[config.mk]
export PLATFORM = sky130hd
export DESIGN_NAME = rfsmw_rx_top
export DESIGN_NICKNAME = d
export VERILOG_FILES = /design/src/rfsmw_pkg.sv /design/src/rfsmw_queue_if.sv /design/src/rfsmw_queue.sv /design/src/rfsmw_rx_top.sv
export SDC_FILE = /design/constraint.sdc
export NUM_CORES = 2
export LEC_CHECK = 0
export BUFFER_PORTS_ARGS = -buffer_cell sky130_fd_sc_hd__buf_2
export CAP_MARGIN = 0
export CORE_ASPECT_RATIO = 1.4
export CORE_MARGIN = 4
export CORE_UTILIZATION = 55
export DETAILED_ROUTE_END_ITERATION = 8
export HOLD_SLACK_MARGIN = 0.12
export PLACE_DENSITY = 0.7
export SLEW_MARGIN = 20
export SYNTH_ARGS = -nofsm -noshare
export SYNTH_HDL_FRONTEND = slang
export SYNTH_SLANG_ARGS = --single-unit
[constraint.sdc]
create_clock -name core_clk -period 17.35 [get_ports core_clk]
set_clock_uncertainty 0.15 [all_clocks]
set_input_delay 0.8675 -clock core_clk [delete_from_list [all_inputs] [get_ports core_clk]]
set_output_delay 0.8675 -clock core_clk [all_outputs]
set_load 0.05 [all_outputs]
[src/rfsmw_pkg.sv]
// Shared constants for the receive queue, status and multidrop wake block.
package rfsmw_pkg;
  localparam int QDEPTH = 256;
  localparam int QAW = 8;
  localparam int WORDW = 11;
  localparam int PAW = 8;
  // Register byte offsets.
  localparam logic [7:0] OFS_MODE0 = 8'h00;
  localparam logic [7:0] OFS_MODE1 = 8'h04;
  localparam logic [7:0] OFS_MODE2 = 8'h08;
  localparam logic [7:0] OFS_MODE3 = 8'h0c;
  localparam logic [7:0] OFS_STATUS = 8'h10;
  localparam logic [7:0] OFS_CMD = 8'h14;
  localparam logic [7:0] OFS_DATA = 8'h18;
  localparam logic [7:0] OFS_STATION = 8'h1c;
  localparam logic [7:0] OFS_LEVEL = 8'h20;
  // Queue word layout.
  localparam int W_PAR = 8;
  localparam int W_BRK = 10;
  // Mode register fields.
  localparam int M1_ADTX = 2;
  localparam int M1_PARLO = 3;
  localparam int M1_PARHI = 4;
  localparam int M1_BLOCK = 5;
  localparam logic [1:0] PAR_WAKE = 2'h3;
  localparam int M2_LVLLO = 2;
  localparam int M2_LVLHI = 3;
  localparam int M3_WAKE = 0;
  localparam int M3_DOZE = 1;
  localparam int M3_ALOAD = 6;
  // Status register bit positions.
  localparam int S_AVAIL = 0;
  localparam int S_FULL = 1;
  localparam int S_OVR = 4;
  localparam int S_ERRLO = 5;
  // Bid thresholds.
  localparam logic [QAW:0] LVL_ONE = 9'h001;
  localparam logic [QAW:0] LVL_QTR = 9'h040;
  localparam logic [QAW:0] LVL_3QTR = 9'h0c0;
  localparam logic [QAW:0] LVL_FULL = 9'h100;
  localparam logic [7:0] BID_FULL = 8'hff;
  // Command codes.
  typedef enum logic [3:0] {
    RFSMW_CMD_NOP = 4'h0,
    RFSMW_CMD_RXEN = 4'h1,
    RFSMW_CMD_RXDIS = 4'h2,
    RFSMW_CMD_RXRST = 4'h3,
    RFSMW_CMD_ERRRST = 4'h4,
    RFSMW_CMD_ONENTRY = 4'h5,
    RFSMW_CMD_ONEXIT = 4'h6
  } rfsmw_cmd_t;
endpackage : rfsmw_pkg

[src/rfsmw_queue_if.sv]
// Carrier between the receive control logic and the queue storage.
`timescale 1ns/1ps
interface rfsmw_queue_if;
  logic push;
  logic pop;
  logic flush;
  logic [rfsmw_pkg::WORDW-1:0] pushWord;
  logic [rfsmw_pkg::WORDW-1:0] headWord;
  logic [rfsmw_pkg::QAW:0] count;
  modport ctrl (output push, output pop, output flush, output pushWord,
    input headWord, input count);
  modport store (input push, input pop, input flush, input pushWord,
    output headWord, output count);
endinterface : rfsmw_queue_if

[src/rfsmw_queue.sv]
// Receive queue storage: word array, pointers and occupancy count.
`timescale 1ns/1ps
module rfsmw_queue #(
  parameter int DEPTH = 256
) (
  input wire logic core_clk,
  input wire logic reset,
  rfsmw_queue_if.store q
);
  localparam int AW = rfsmw_pkg::QAW;

  if (DEPTH != (1 << AW)) begin : g_depthCheck
    $error("Queue depth must match the pointer width.");
  end

  logic [rfsmw_pkg::WORDW-1:0] mem [DEPTH];
  logic [AW-1:0] wrPtr_r;
  logic [AW-1:0] rdPtr_r;
  logic [AW:0] count_r;

  always_ff @(posedge core_clk) begin
    if (q.push) begin
      mem[wrPtr_r] <= q.pushWord;
    end
  end

  // Flushing moves the read pointer to the write pointer and clears the count; the stored words stay. 
  always_ff @(posedge core_clk or posedge reset) begin
    if (reset) begin
      wrPtr_r <= '0;
      rdPtr_r <= '0;
      count_r <= '0;
    end else if (q.flush) begin
      rdPtr_r <= wrPtr_r;
      count_r <= '0;
    end else begin
      if (q.push) begin
        wrPtr_r <= wrPtr_r + 1'b1;
      end
      if (q.pop) begin
        rdPtr_r <= rdPtr_r + 1'b1;
      end
      count_r <= count_r + {{AW{1'b0}}, q.push} - {{AW{1'b0}}, q.pop};
    end
  end

  assign q.headWord = mem[rdPtr_r];
  assign q.count = count_r;
endmodule : rfsmw_queue

[src/rfsmw_rx_top.sv]
// Receive queue, status reporting and multidrop wake control of one channel.
`timescale 1ns/1ps
module rfsmw_rx_top #(
  parameter int QDEPTH = rfsmw_pkg::QDEPTH
) (
  input wire logic core_clk,
  input wire logic reset,
  input wire logic psel,
  input wire logic penable,
  input wire logic pwrite,
  input wire logic [rfsmw_pkg::PAW-1:0] paddr,
  input wire logic [31:0] pwdata,
  output logic [31:0] prdata,
  output logic pready,
  output logic pslverr,
  input wire logic rxCharDone,
  input wire logic [7:0] rxCharData,
  input wire logic rxParityErr,
  input wire logic rxFrameErr,
  input wire logic rxBreak,
  input wire logic rxAdFlag,
  input wire logic rxStartSeen,
  output logic rxHuntEnable,
  output logic rxAbort,
  output logic txAddrFlag,
  output logic [7:0] rxBid,
  output logic rxBidValid,
  output logic characterAvailableFlag,
  output logic receiveQueueFullFlag
);
  localparam int WW = rfsmw_pkg::WORDW;
  localparam int QW = rfsmw_pkg::QAW;

  if (QDEPTH != rfsmw_pkg::QDEPTH) begin : g_depthCheck
    $error("Only the documented queue depth is supported.");
  end

  function automatic logic isAt(input logic [7:0] a, input logic [7:0] o);
    isAt = (a == o);
  endfunction : isAt

  function automatic logic [QW:0] bidLevel(input logic [1:0] sel);
    case (sel)
      2'h0: bidLevel = rfsmw_pkg::LVL_ONE;
      2'h1: bidLevel = rfsmw_pkg::LVL_QTR;
      2'h2: bidLevel = rfsmw_pkg::LVL_3QTR;
      default: bidLevel = rfsmw_pkg::LVL_FULL;
    endcase
  endfunction : bidLevel

  function automatic logic [2:0] wordErr(input logic [WW-1:0] w);
    wordErr = w[rfsmw_pkg::W_BRK:rfsmw_pkg::W_PAR];
  endfunction : wordErr

  function automatic logic [31:0] toWord(input logic [7:0] b);
    toWord = {24'h0, b};
  endfunction : toWord

  rfsmw_queue_if qi ();

  rfsmw_queue #(
    .DEPTH(QDEPTH)
  ) u_queue (
    .core_clk(core_clk),
    .reset(reset),
    .q(qi.store)
  );

  logic [7:0] mode0_r;
  logic [7:0] mode1_r;
  logic [7:0] mode2_r;
  logic [7:0] mode3_r;
  logic [7:0] station_r;
  logic rxEn_r;
  logic onEntry_r;
  logic overrun_r;
  logic [2:0] blockErr_r;
  logic [2:0] blockErr_nxt;
  logic holdValid_r;
  logic [WW-1:0] hold_r;
  logic [31:0] prdata_r;
  logic pready_r;
  logic pslverr_r;
  logic rxHunt_r;
  logic rxAbort_r;
  logic txAddr_r;
  logic [7:0] rxBid_r;
  logic rxBidValid_r;
  logic avail_r;
  logic full_r;

  // Bus decode.
  wire [7:0] addr = paddr;
  wire setup = psel & ~penable;
  wire done = psel & penable & pready_r;
  wire hitM0 = isAt(addr, rfsmw_pkg::OFS_MODE0);
  wire hitM1 = isAt(addr, rfsmw_pkg::OFS_MODE1);
  wire hitM2 = isAt(addr, rfsmw_pkg::OFS_MODE2);
  wire hitM3 = isAt(addr, rfsmw_pkg::OFS_MODE3);
  wire hitSt = isAt(addr, rfsmw_pkg::OFS_STATUS);
  wire hitCmd = isAt(addr, rfsmw_pkg::OFS_CMD);
  wire hitData = isAt(addr, rfsmw_pkg::OFS_DATA);
  wire hitStn = isAt(addr, rfsmw_pkg::OFS_STATION);
  wire hitLvl = isAt(addr, rfsmw_pkg::OFS_LEVEL);
  wire hitAny = hitM0 | hitM1 | hitM2 | hitM3 | hitSt | hitCmd | hitData
    | hitStn | hitLvl;
  wire wrDone = done & pwrite & ~pslverr_r;
  wire rdDone = done & ~pwrite & ~pslverr_r;
  wire [3:0] cmdCode = pwdata[3:0];
  wire cmdWr = wrDone & hitCmd;
  wire cmdEn = cmdWr & (cmdCode == rfsmw_pkg::RFSMW_CMD_RXEN);
  wire cmdDis = cmdWr & (cmdCode == rfsmw_pkg::RFSMW_CMD_RXDIS);
  wire cmdRst = cmdWr & (cmdCode == rfsmw_pkg::RFSMW_CMD_RXRST);
  wire cmdErr = cmdWr & (cmdCode == rfsmw_pkg::RFSMW_CMD_ERRRST);
  wire cmdEntry = cmdWr & (cmdCode == rfsmw_pkg::RFSMW_CMD_ONENTRY);
  wire cmdExit = cmdWr & (cmdCode == rfsmw_pkg::RFSMW_CMD_ONEXIT);

  // Register write strobes.
  wire wrM0 = wrDone & hitM0;
  wire wrM1 = wrDone & hitM1;
  wire wrM2 = wrDone & hitM2;
  wire wrM3 = wrDone & hitM3;
  wire wrStn = wrDone & hitStn;

  // Mode decode.
  wire [1:0] parSel = mode1_r[rfsmw_pkg::M1_PARHI:rfsmw_pkg::M1_PARLO];
  wire wakeMode = (parSel == rfsmw_pkg::PAR_WAKE);
  wire autoWake = mode3_r[rfsmw_pkg::M3_WAKE];
  wire autoDoze = mode3_r[rfsmw_pkg::M3_DOZE];
  wire autoAny = autoWake | autoDoze;
  wire addrLoad = mode3_r[rfsmw_pkg::M3_ALOAD];
  wire blockMode = mode1_r[rfsmw_pkg::M1_BLOCK];
  wire [1:0] lvlSel = mode2_r[rfsmw_pkg::M2_LVLHI:rfsmw_pkg::M2_LVLLO];

  // Incoming character handling.
  wire charIn = rxCharDone & rxHunt_r;
  wire isAddr = wakeMode & rxAdFlag;
  wire match = (rxCharData == station_r);
  wire doWake = charIn & isAddr & autoWake & match;
  wire doDoze = charIn & isAddr & autoDoze & ~match;
  wire keepAddr = autoAny ? addrLoad : 1'b1;
  wire keep = isAddr ? keepAddr : rxEn_r;
  wire accept = charIn & keep & ~cmdRst;
  wire parSlot = wakeMode ? rxAdFlag : rxParityErr;
  // Framing and break go in unchanged in either mode.
  wire [WW-1:0] newWord = {rxBreak, rxFrameErr, parSlot, rxCharData};

  // Queue traffic.
  wire [QW:0] count = qi.count;
  wire qFull = (count == rfsmw_pkg::LVL_FULL);
  wire qEmpty = (count == '0);
  wire holdPush = holdValid_r & ~qFull & ~cmdRst;
  wire newPush = accept & ~qFull & ~holdValid_r;
  wire toHold = accept & (qFull | holdValid_r);
  wire ovrEvent = rxStartSeen & rxHunt_r & qFull & holdValid_r;
  // Only a completed data read pops; status reads leave the queue alone.
  wire doPop = rdDone & hitData & ~qEmpty & ~cmdRst;
  wire [2:0] headErr = wordErr(qi.headWord);
  wire [2:0] pushErr = wordErr(qi.pushWord);
  wire [2:0] entrySet = (onEntry_r & qi.push) ? pushErr : 3'h0;
  wire [2:0] exitSet = (~onEntry_r & doPop) ? headErr : 3'h0;
  wire [2:0] headShow = qEmpty ? 3'h0 : headErr;
  wire [2:0] upperStat = blockMode ? blockErr_r : headShow;

  assign qi.push = holdPush | newPush;
  assign qi.pushWord = holdValid_r ? hold_r : newWord;
  assign qi.pop = doPop;
  assign qi.flush = cmdRst;

  // Read data.
  // Bits 3 and 2 are spare and read as zero.
  logic [7:0] statusByte;
  always_comb begin
    statusByte = 8'h00;
    statusByte[rfsmw_pkg::S_AVAIL] = ~qEmpty;
    statusByte[rfsmw_pkg::S_FULL] = qFull;
    statusByte[rfsmw_pkg::S_OVR] = overrun_r;
    statusByte[rfsmw_pkg::S_ERRLO+:3] = upperStat;
  end
  wire [31:0] rdMux =
    hitM0 ? toWord(mode0_r) :
    hitM1 ? toWord(mode1_r) :
    hitM2 ? toWord(mode2_r) :
    hitM3 ? toWord(mode3_r) :
    hitSt ? toWord(statusByte) :
    hitData ? toWord(qi.headWord[7:0]) :
    hitStn ? toWord(station_r) :
    hitLvl ? {23'h0, count} :
    32'h0;

  // Next values of the registered outputs and the overrun flag.
  wire rxHunt_nxt = wakeMode | (rxEn_r & ~cmdDis & ~cmdRst) | cmdEn;
  wire rxAbort_nxt = (cmdDis | cmdRst) & ~wakeMode;
  wire txAddr_nxt = wakeMode & mode1_r[rfsmw_pkg::M1_ADTX];
  wire [7:0] rxBid_nxt = qFull ? rfsmw_pkg::BID_FULL : count[7:0];
  wire rxBidValid_nxt = ~qEmpty & (count >= bidLevel(lvlSel));
  wire overrun_nxt = (overrun_r & ~cmdErr) | ovrEvent;

  // Block latches: a set in the clearing cycle survives.
  always_comb begin
    blockErr_nxt = cmdRst ? 3'h0 : blockErr_r;
    blockErr_nxt = blockErr_nxt | entrySet | exitSet;
  end

  // Bus slave; every access takes one setup and one access cycle.
  always_ff @(posedge core_clk or posedge reset) begin
    if (reset) begin
      pready_r <= 1'b0;
      pslverr_r <= 1'b0;
      prdata_r <= 32'h0;
    end else begin
      pready_r <= setup;
      pslverr_r <= setup & ~hitAny;
      if (setup & ~pwrite) begin
        prdata_r <= rdMux;
      end
    end
  end

  always_ff @(posedge core_clk or posedge reset) begin
    if (reset) begin
      mode0_r <= 8'h00;
      mode1_r <= 8'h00;
      mode2_r <= 8'h00;
      mode3_r <= 8'h00;
      station_r <= 8'h00;
    end else begin
      if (wrM0) mode0_r <= pwdata[7:0];
      if (wrM1) mode1_r <= pwdata[7:0];
      if (wrM2) mode2_r <= pwdata[7:0];
      if (wrM3) mode3_r <= pwdata[7:0];
      if (wrStn) station_r <= pwdata[7:0];
    end
  end

  // Receiver enable, with host commands taking priority over auto control.
  always_ff @(posedge core_clk or posedge reset) begin
    if (reset) begin
      rxEn_r <= 1'b0;
      onEntry_r <= 1'b0;
    end else begin
      if (cmdDis | cmdRst) begin
        rxEn_r <= 1'b0;
      end else if (cmdEn) begin
        rxEn_r <= 1'b1;
      end else if (doWake) begin
        rxEn_r <= 1'b1;
      end else if (doDoze) begin
        rxEn_r <= 1'b0;
      end
      if (cmdEntry) begin
        onEntry_r <= 1'b1;
      end else if (cmdExit) begin
        onEntry_r <= 1'b0;
      end
    end
  end

  // Holding register for the character after the queue is full.
  always_ff @(posedge core_clk or posedge reset) begin
    if (reset) begin
      holdValid_r <= 1'b0;
      hold_r <= '0;
    end else if (cmdRst) begin
      holdValid_r <= 1'b0;
    end else if (toHold) begin
      holdValid_r <= 1'b1;
      hold_r <= newWord;
    end else if (holdPush | ovrEvent) begin
      holdValid_r <= 1'b0;
    end
  end

  // Overrun: a new overrun in the error reset cycle is kept.
  always_ff @(posedge core_clk or posedge reset) begin
    if (reset) begin
      overrun_r <= 1'b0;
      blockErr_r <= 3'h0;
    end else begin
      overrun_r <= overrun_nxt;
      blockErr_r <= blockErr_nxt;
    end
  end

  // Registered outputs toward the front end, transmitter and arbiter.
  always_ff @(posedge core_clk or posedge reset) begin
    if (reset) begin
      rxHunt_r <= 1'b0;
      rxAbort_r <= 1'b0;
      txAddr_r <= 1'b0;
      rxBid_r <= 8'h00;
      rxBidValid_r <= 1'b0;
      avail_r <= 1'b0;
      full_r <= 1'b0;
    end else begin
      rxHunt_r <= rxHunt_nxt;
      rxAbort_r <= rxAbort_nxt;
      txAddr_r <= txAddr_nxt;
      rxBid_r <= rxBid_nxt;
      rxBidValid_r <= rxBidValid_nxt;
      avail_r <= ~qEmpty;
      full_r <= qFull;
    end
  end

  assign prdata = prdata_r;
  assign pready = pready_r;
  assign pslverr = pslverr_r;
  assign rxHuntEnable = rxHunt_r;
  assign rxAbort = rxAbort_r;
  assign txAddrFlag = txAddr_r;
  assign rxBid = rxBid_r;
  assign rxBidValid = rxBidValid_r;
  assign characterAvailableFlag = avail_r;
  assign receiveQueueFullFlag = full_r;
endmodule : rfsmw_rx_top

---- Yosys cells after proc, flatten, opt, wreduce, memory -nomap -nowiden ----
Memories as Yosys holds them, arrays and structs flattened.
Index checks and enable logic that the tools add are counted.
cells by class
  add/sub/neg operators ................... 4
  magnitude comparators ................... 1
  equality and inequality tests ........... 19
  mux-type cells .......................... 33
  bitwise gates (word level) .............. 80
  reduce and logical (&&, ||, !) cells .... 9
operators by type and width
  kind                                                                   number
  9-bit two-way mux                                                      9
  1-bit AND                                                              49
  8-bit by 5-bit equality test with 1-bit output, second input constant  4
  9-bit one-hot mux with 3 select lines                                  1
  8-bit two-way mux                                                      3
  8-bit by 1-bit adder with 8-bit output, second input constant          2
  8-bit by 4-bit equality test with 1-bit output, second input constant  2
  1-bit bitwise OR                                                       16
  3-bit two-way mux                                                      5
  1-bit two-way mux                                                      14
  1-bit inverter                                                         13
  4-bit by 3-bit equality test with 1-bit output, second input constant  3
  11-bit two-way mux                                                     1
  9-bit by 1-bit adder with 9-bit output                                 1
  9-bit equality test, second input constant                             1
  9-bit >= comparator                                                    1
  9-bit logical NOT                                                      1
  9-bit by 1-bit subtractor with 9-bit output                            1
  4-bit by 2-bit equality test with 1-bit output, second input constant  2
  8-bit by 3-bit equality test with 1-bit output, second input constant  1
  8-bit by 6-bit equality test with 1-bit output, second input constant  1
  8-bit equality test                                                    1
  8-bit logical NOT                                                      1
  3-bit bitwise OR                                                       2
  8 further kinds                                                        11
storage, ports and cells
  bits in registers ....................... 131
  RAM bits ................................ 2,816
  input port bits ......................... 59
  output and inout port bits .............. 48
  logic and storage cells ................. 171
  memories kept ........................... 1
memories
  memory       depth  width  read ports  clocked after memory_dff  wr ports  RTL line           source
  u_queue.mem  256    11     1           0                         1         rfsmw_queue.sv:16  logic [rfsmw_pkg::WORDW-1:0] mem [DEPTH];

---- Depth between registers and ports, before layout ----
  depth in word-level cells ............... 15
  mapped depth ............................ 19
  mapped depth without buffers ............ 18

---- Cells and area by module ----
A second synthesis with hierarchy kept.
second synthesis, totals
  cells, all modules ...................... 5,402
  area, all modules ....................... 113,742.8 um^2
modules (own cells, without submodules)
  module        times used  cells an instance  area an instance (um^2)  sequential area each (um^2)
  rfsmw_queue   1           4,966              109,154.7                85,186.7
  rfsmw_rx_top  1           436                4,588.2                  2,077.0

---- Worst setup path after synthesis ----
OpenSTA, ideal clock, no wires.
  kind .................................... in2reg
  from .................................... input port rxAdFlag
  to ...................................... memory u_queue.mem[0][8] (netlist name) (data pin)
  setup time .............................. 1,640 ps
  data arrival time ....................... 8,044 ps
  data required time ...................... 15,560 ps
  slack ................................... 7,516 ps
  stages on the path ...................... 3
  path buffers ............................ 0
  cells stage by stage .................... and3_1 a21oi_1 mux2i_1
between the ends
  longest elaborated chain between the ends .. 2
RTL lines
  element                          RTL line             source
  start: declaration               rfsmw_rx_top.sv:21   input wire logic rxAdFlag,
  1-bit two-way mux                rfsmw_rx_top.sv:144  wire parSlot = wakeMode ? rxAdFlag : rxParityErr;
  11-bit two-way mux               rfsmw_rx_top.sv:166  assign qi.pushWord = holdValid_r ? hold_r : newWord;
  named net qi.pushWord (one bit)  rfsmw_queue_if.sv:7  logic [rfsmw_pkg::WORDW-1:0] pushWord;
  end: declaration                 rfsmw_queue.sv:16
The timed path passes the listed nets, and every way through them passes these cells.

---- Final worst setup path ----
  from .................................... register u_queue.rdPtr_r[0]
  to ...................................... register prdata_r[7], in the netlist prdata[7]
between the ends
  longest elaborated chain between the ends .. 8
  elaborated cells between the ends (all ways) .. 9
  classes of those cells .................. mux (8); memory (1)
RTL lines
  element                   RTL line             source
  start: declaration        rfsmw_queue.sv:18    logic [AW-1:0] rdPtr_r;
  start signal: assignment  rfsmw_queue.sv:34    rdPtr_r <= wrPtr_r;
  start signal: assignment  rfsmw_queue.sv:41    rdPtr_r <= rdPtr_r + 1'b1;
  memory 256 x 11 bit *     --
  3-bit two-way mux         rfsmw_rx_top.sv:162  wire [2:0] headShow = qEmpty ? 3'h0 : headErr;
  3-bit two-way mux         rfsmw_rx_top.sv:163  wire [2:0] upperStat = blockMode ? blockErr_r : headShow;
  9-bit two-way mux *       rfsmw_rx_top.sv:185  hitSt ? toWord(statusByte) :
  9-bit two-way mux *       rfsmw_rx_top.sv:184  hitM3 ? toWord(mode3_r) :
  9-bit two-way mux *       rfsmw_rx_top.sv:183  hitM2 ? toWord(mode2_r) :
  9-bit two-way mux *       rfsmw_rx_top.sv:182  hitM1 ? toWord(mode1_r) :
  9-bit two-way mux *       rfsmw_rx_top.sv:181  hitM0 ? toWord(mode0_r) :
  end signal: assignment    rfsmw_rx_top.sv:215  prdata_r <= rdMux;
  end: declaration          rfsmw_rx_top.sv:81   logic [31:0] prdata_r;
Every way passes the cells marked *; elsewhere a longest branch is shown, timed or not.
A chain may end at the register's enable or synchronous reset.

==> flow_summary.ini <==
[critical_path]
cp_common_cell = buf_4
critPathKind = reg -> reg
cp_max_fo = 89
cp-end-kind = flop
crit_slowest_cell = a211oi_1
cp_cell_sequence = buf_4 > buf_12 > buf_4 > mux4_2 > mux2i_1 > o221ai_1 > a211oi_1 > nor2_1 > a211o_1 > a41oi_1 > a21oi_1
crit_buf_inv = 3
slowest_delay_ns = 0.90
worstPathArrival_ns = 6.70
cp_top_family = buffers and inverters
r2r-start = u_queue.rdPtr_r[0]
crit_start = u_queue.rdPtr_r[0]
rr_worst_depth = 11
path_depth = 11
critPathRequiredTime_ns = 17.93
startpoint_type = flop

[global_route]
grt_use_met2 = 0.439
grt_use_met1 = 0.362
grt_max_degree = 176
grt_pass1_vias = 56600
antenna_found_initial = 7
gr-usage-all-layers = 0.274
grt_use_met3 = 0.0525
globalRouteOverflowTotal = 0
busiest_layer = met2
grt_pass1_wl_mm = 419

[floorplanning]
dieArea_sq_mm = 0.215
num_rows = 197
die_h_um = 547
io_pins = 107
start_util = 0.554
die_x_um = 393
coreArea_sq_mm = 0.206

[timing]
worstMarginPinSlew_ns = 1.25
fmax_ghz = 0.163
slew_headroom = 0.167
setup_tns_ns = 0
fin_crit_ns = 6.12
finalMaxSlewViolations = 0
fin_crit_sh = 0.353
setup_viol = 0
hold_viol = 0
setup_ws_ns = 11.23
rsz0062_at_grt = false

[placement]
placed_area_sq_mm = 0.118
dp_slack_ns = 11.09
port_buffers = 59
hpwlAfterDp_mm = 173
gp_congestion = 0.923

[route]
viasPerCell = 6.70
wirelength_mm = 292
drt_first_pass_iters = 6
drc = 0
drtIter0Drc = 7499
wire_per_inst_um = 34.9
drtAntennaViolNets = 0
vias = 56100

[logic_synthesis]
avgSynthCellArea_sq_um = 21.6
async_flop_share = 0.0369
synth_edf_count = 2816
synth_area_sq_mm = 0.114
ys_types = 76
yosysSeqAreaShare = 0.764
synth-main-ff-cell = edfxtp_1
yosys_warnings = 0
synth_seq_cells = 2924
synth_cells = 5301

[status]
outcome = finished clean

[cells_and_area]
drive_gt1_frac = 0.275
final_common_cell = edfxtp_1
syn2layout_area_growth_pct = 10.5
final_cell_mix = 2,816 x edfxtp_1, 757 x mux4_2, 278 x clkbuf_16
nets = 5581
fin_area_sq_mm = 0.126
post-route-util = 0.612

[clocking]
clockBufferDepth = 4
htreeDepth = 5
post_cts_buffers = 0
clk_latency_ns = 0.85
cts_buffers = 271
clk_pin_slew_ns = 0.06
clockRootBuffer = clkbuf_16
cts_tree = built
cts.sinks = 2924

[hold_path]
hp-class = in -> reg
worstHoldStart = rxBreak
whs_path_depth = 2

[run]
maxCapViolCount = 0

[power_and_ir_drop]
total_leakage_power_nw = 38.3
power.density_mw_per_mm2 = 108
peakVddDrop_mv = 0.0685
final timing paths:
path	to	slack, ns
max	prdata[7]	11.23
min	hold_r[10]	0.15
max reg2reg	prdata[7]	11.23
min reg2reg	prdata[8]	0.34
max in group asynchronous	u_queue.rdPtr_r[3]	15.23
min in group asynchronous	hold_r[1]	0.53
cells by family after synthesis:
family,after synthesis,synth area share
AND/OR/NAND/NOR,640,0.0246
buffers and inverters,361,0.0174
multiplexers,928,0.165
AO/OA/AOI/OAI,395,0.0244
flip-flops,2924,0.764
adder cells (fa/ha/maj),27,0.00302
other,1,0.0000328
XOR/XNOR,25,0.00192
final cells by class:
class	count	area, sq um
diodes	7	17.5
clock buffers	333	7190
clock inverters	124	970
fillers	13900	80000
inverters	33	134
multi-input cells	2038	25600
flip-flops and latches	2924	87300
well taps	2686	3360
repair buffers	227	1740
registers in the layout, indices dropped and copies added (netlist names), 3 cells and up:
name             count
mode1_r              8
blockErr_r           3
mode3_r              8
prdata               9
u_queue.mem       2816
rxBid                8
hold_r              11
mode2_r              8
u_queue.q.count      9
mode0_r              8
u_queue.wrPtr_r      8
station_r            8
u_queue.rdPtr_r      8
timing repair:
action	CTS	global route
gates resized for setup	0	0
endpoints found under the hold margin	55	0
hold buffers	1	0
worst register-to-register path, cell delays in order (launching register included):
cell and delay (ns):
dfrtp_4 0.84, buf_4 0.78, buf_12 0.56, buf_4 0.84
mux4_2 0.65, mux2i_1 0.20, o221ai_1 0.23, a211oi_1 0.90
nor2_1 0.27, a211o_1 0.33, a41oi_1 0.18, a21oi_1 0.09
cells in the mapped netlist (all sizes together), types with 3 or more instances:
master	instances	area share
and3	6	0.00033
nor2b	25	0.0014
a21oi	81	0.0035
a221oi	30	0.0023
edfxtp	2816	0.74
a32oi	7	0.00054
a31oi	6	0.00033
ha	26	0.0028
a211oi	18	0.0012
a21o	4	0.00026
o2111ai	6	0.00046
o21bai	3	0.00020
nor4	5	0.00038
a211o	6	0.00046
o22ai	16	0.00088
buf	207	0.012
and2	9	0.00049
a2111oi	6	0.00046
nand4	21	0.0011
o211ai	5	0.00033
o31ai	8	0.00053
o21ai	42	0.0018
mux4	757	0.15
nand2b	10	0.00055
nand3	58	0.0025
nor2	317	0.010
dfrtp	108	0.024
nand2	134	0.0044
o21a	6	0.00039
a22oi	94	0.0062
a22o	21	0.0016
nor4b	3	0.00028
xnor2	19	0.0015
a41oi	3	0.00023
mux2i	104	0.0091
nor3	31	0.0014
clkbuf	121	0.0040
inv	33	0.0011
xor2	6	0.00046
or3	8	0.00044
o221ai	17	0.0013
mux2	67	0.0066
or2	4	0.00022
through the flow:
step | hold WS, ns | cells | power, W
2_1_floorplan | 0.295 | 5323 | 0.00813
3_3_place_gp | 0.312 | 7901 | 0.00822
3_5_place_dp | 0.334 | 7901 | 0.00823
4_1_cts | 0.129 | 8359 | 0.0138
5_1_grt | 0.141 | 8366 | 0.0141
6_report | 0.153 | 8372 | 0.0137
per-layer routing:
metal  up-vias  routed length [um]
li1      22400                   -
met1     29700              102000
met2      3303              145000
met3       658               27400
met4         2               17600
met5         -                  14
power breakdown:
| group | internal, W | total [W] | switching (W) |
|---|---|---|---|
| combinational | 0.0000785 | 0.000317 | 0.000239 |
| clock | 0.00310 | 0.00561 | 0.00251 |
| sequential | 0.00775 | 0.00776 | 0.0000150 |
(Power assumes the default switching activity.)
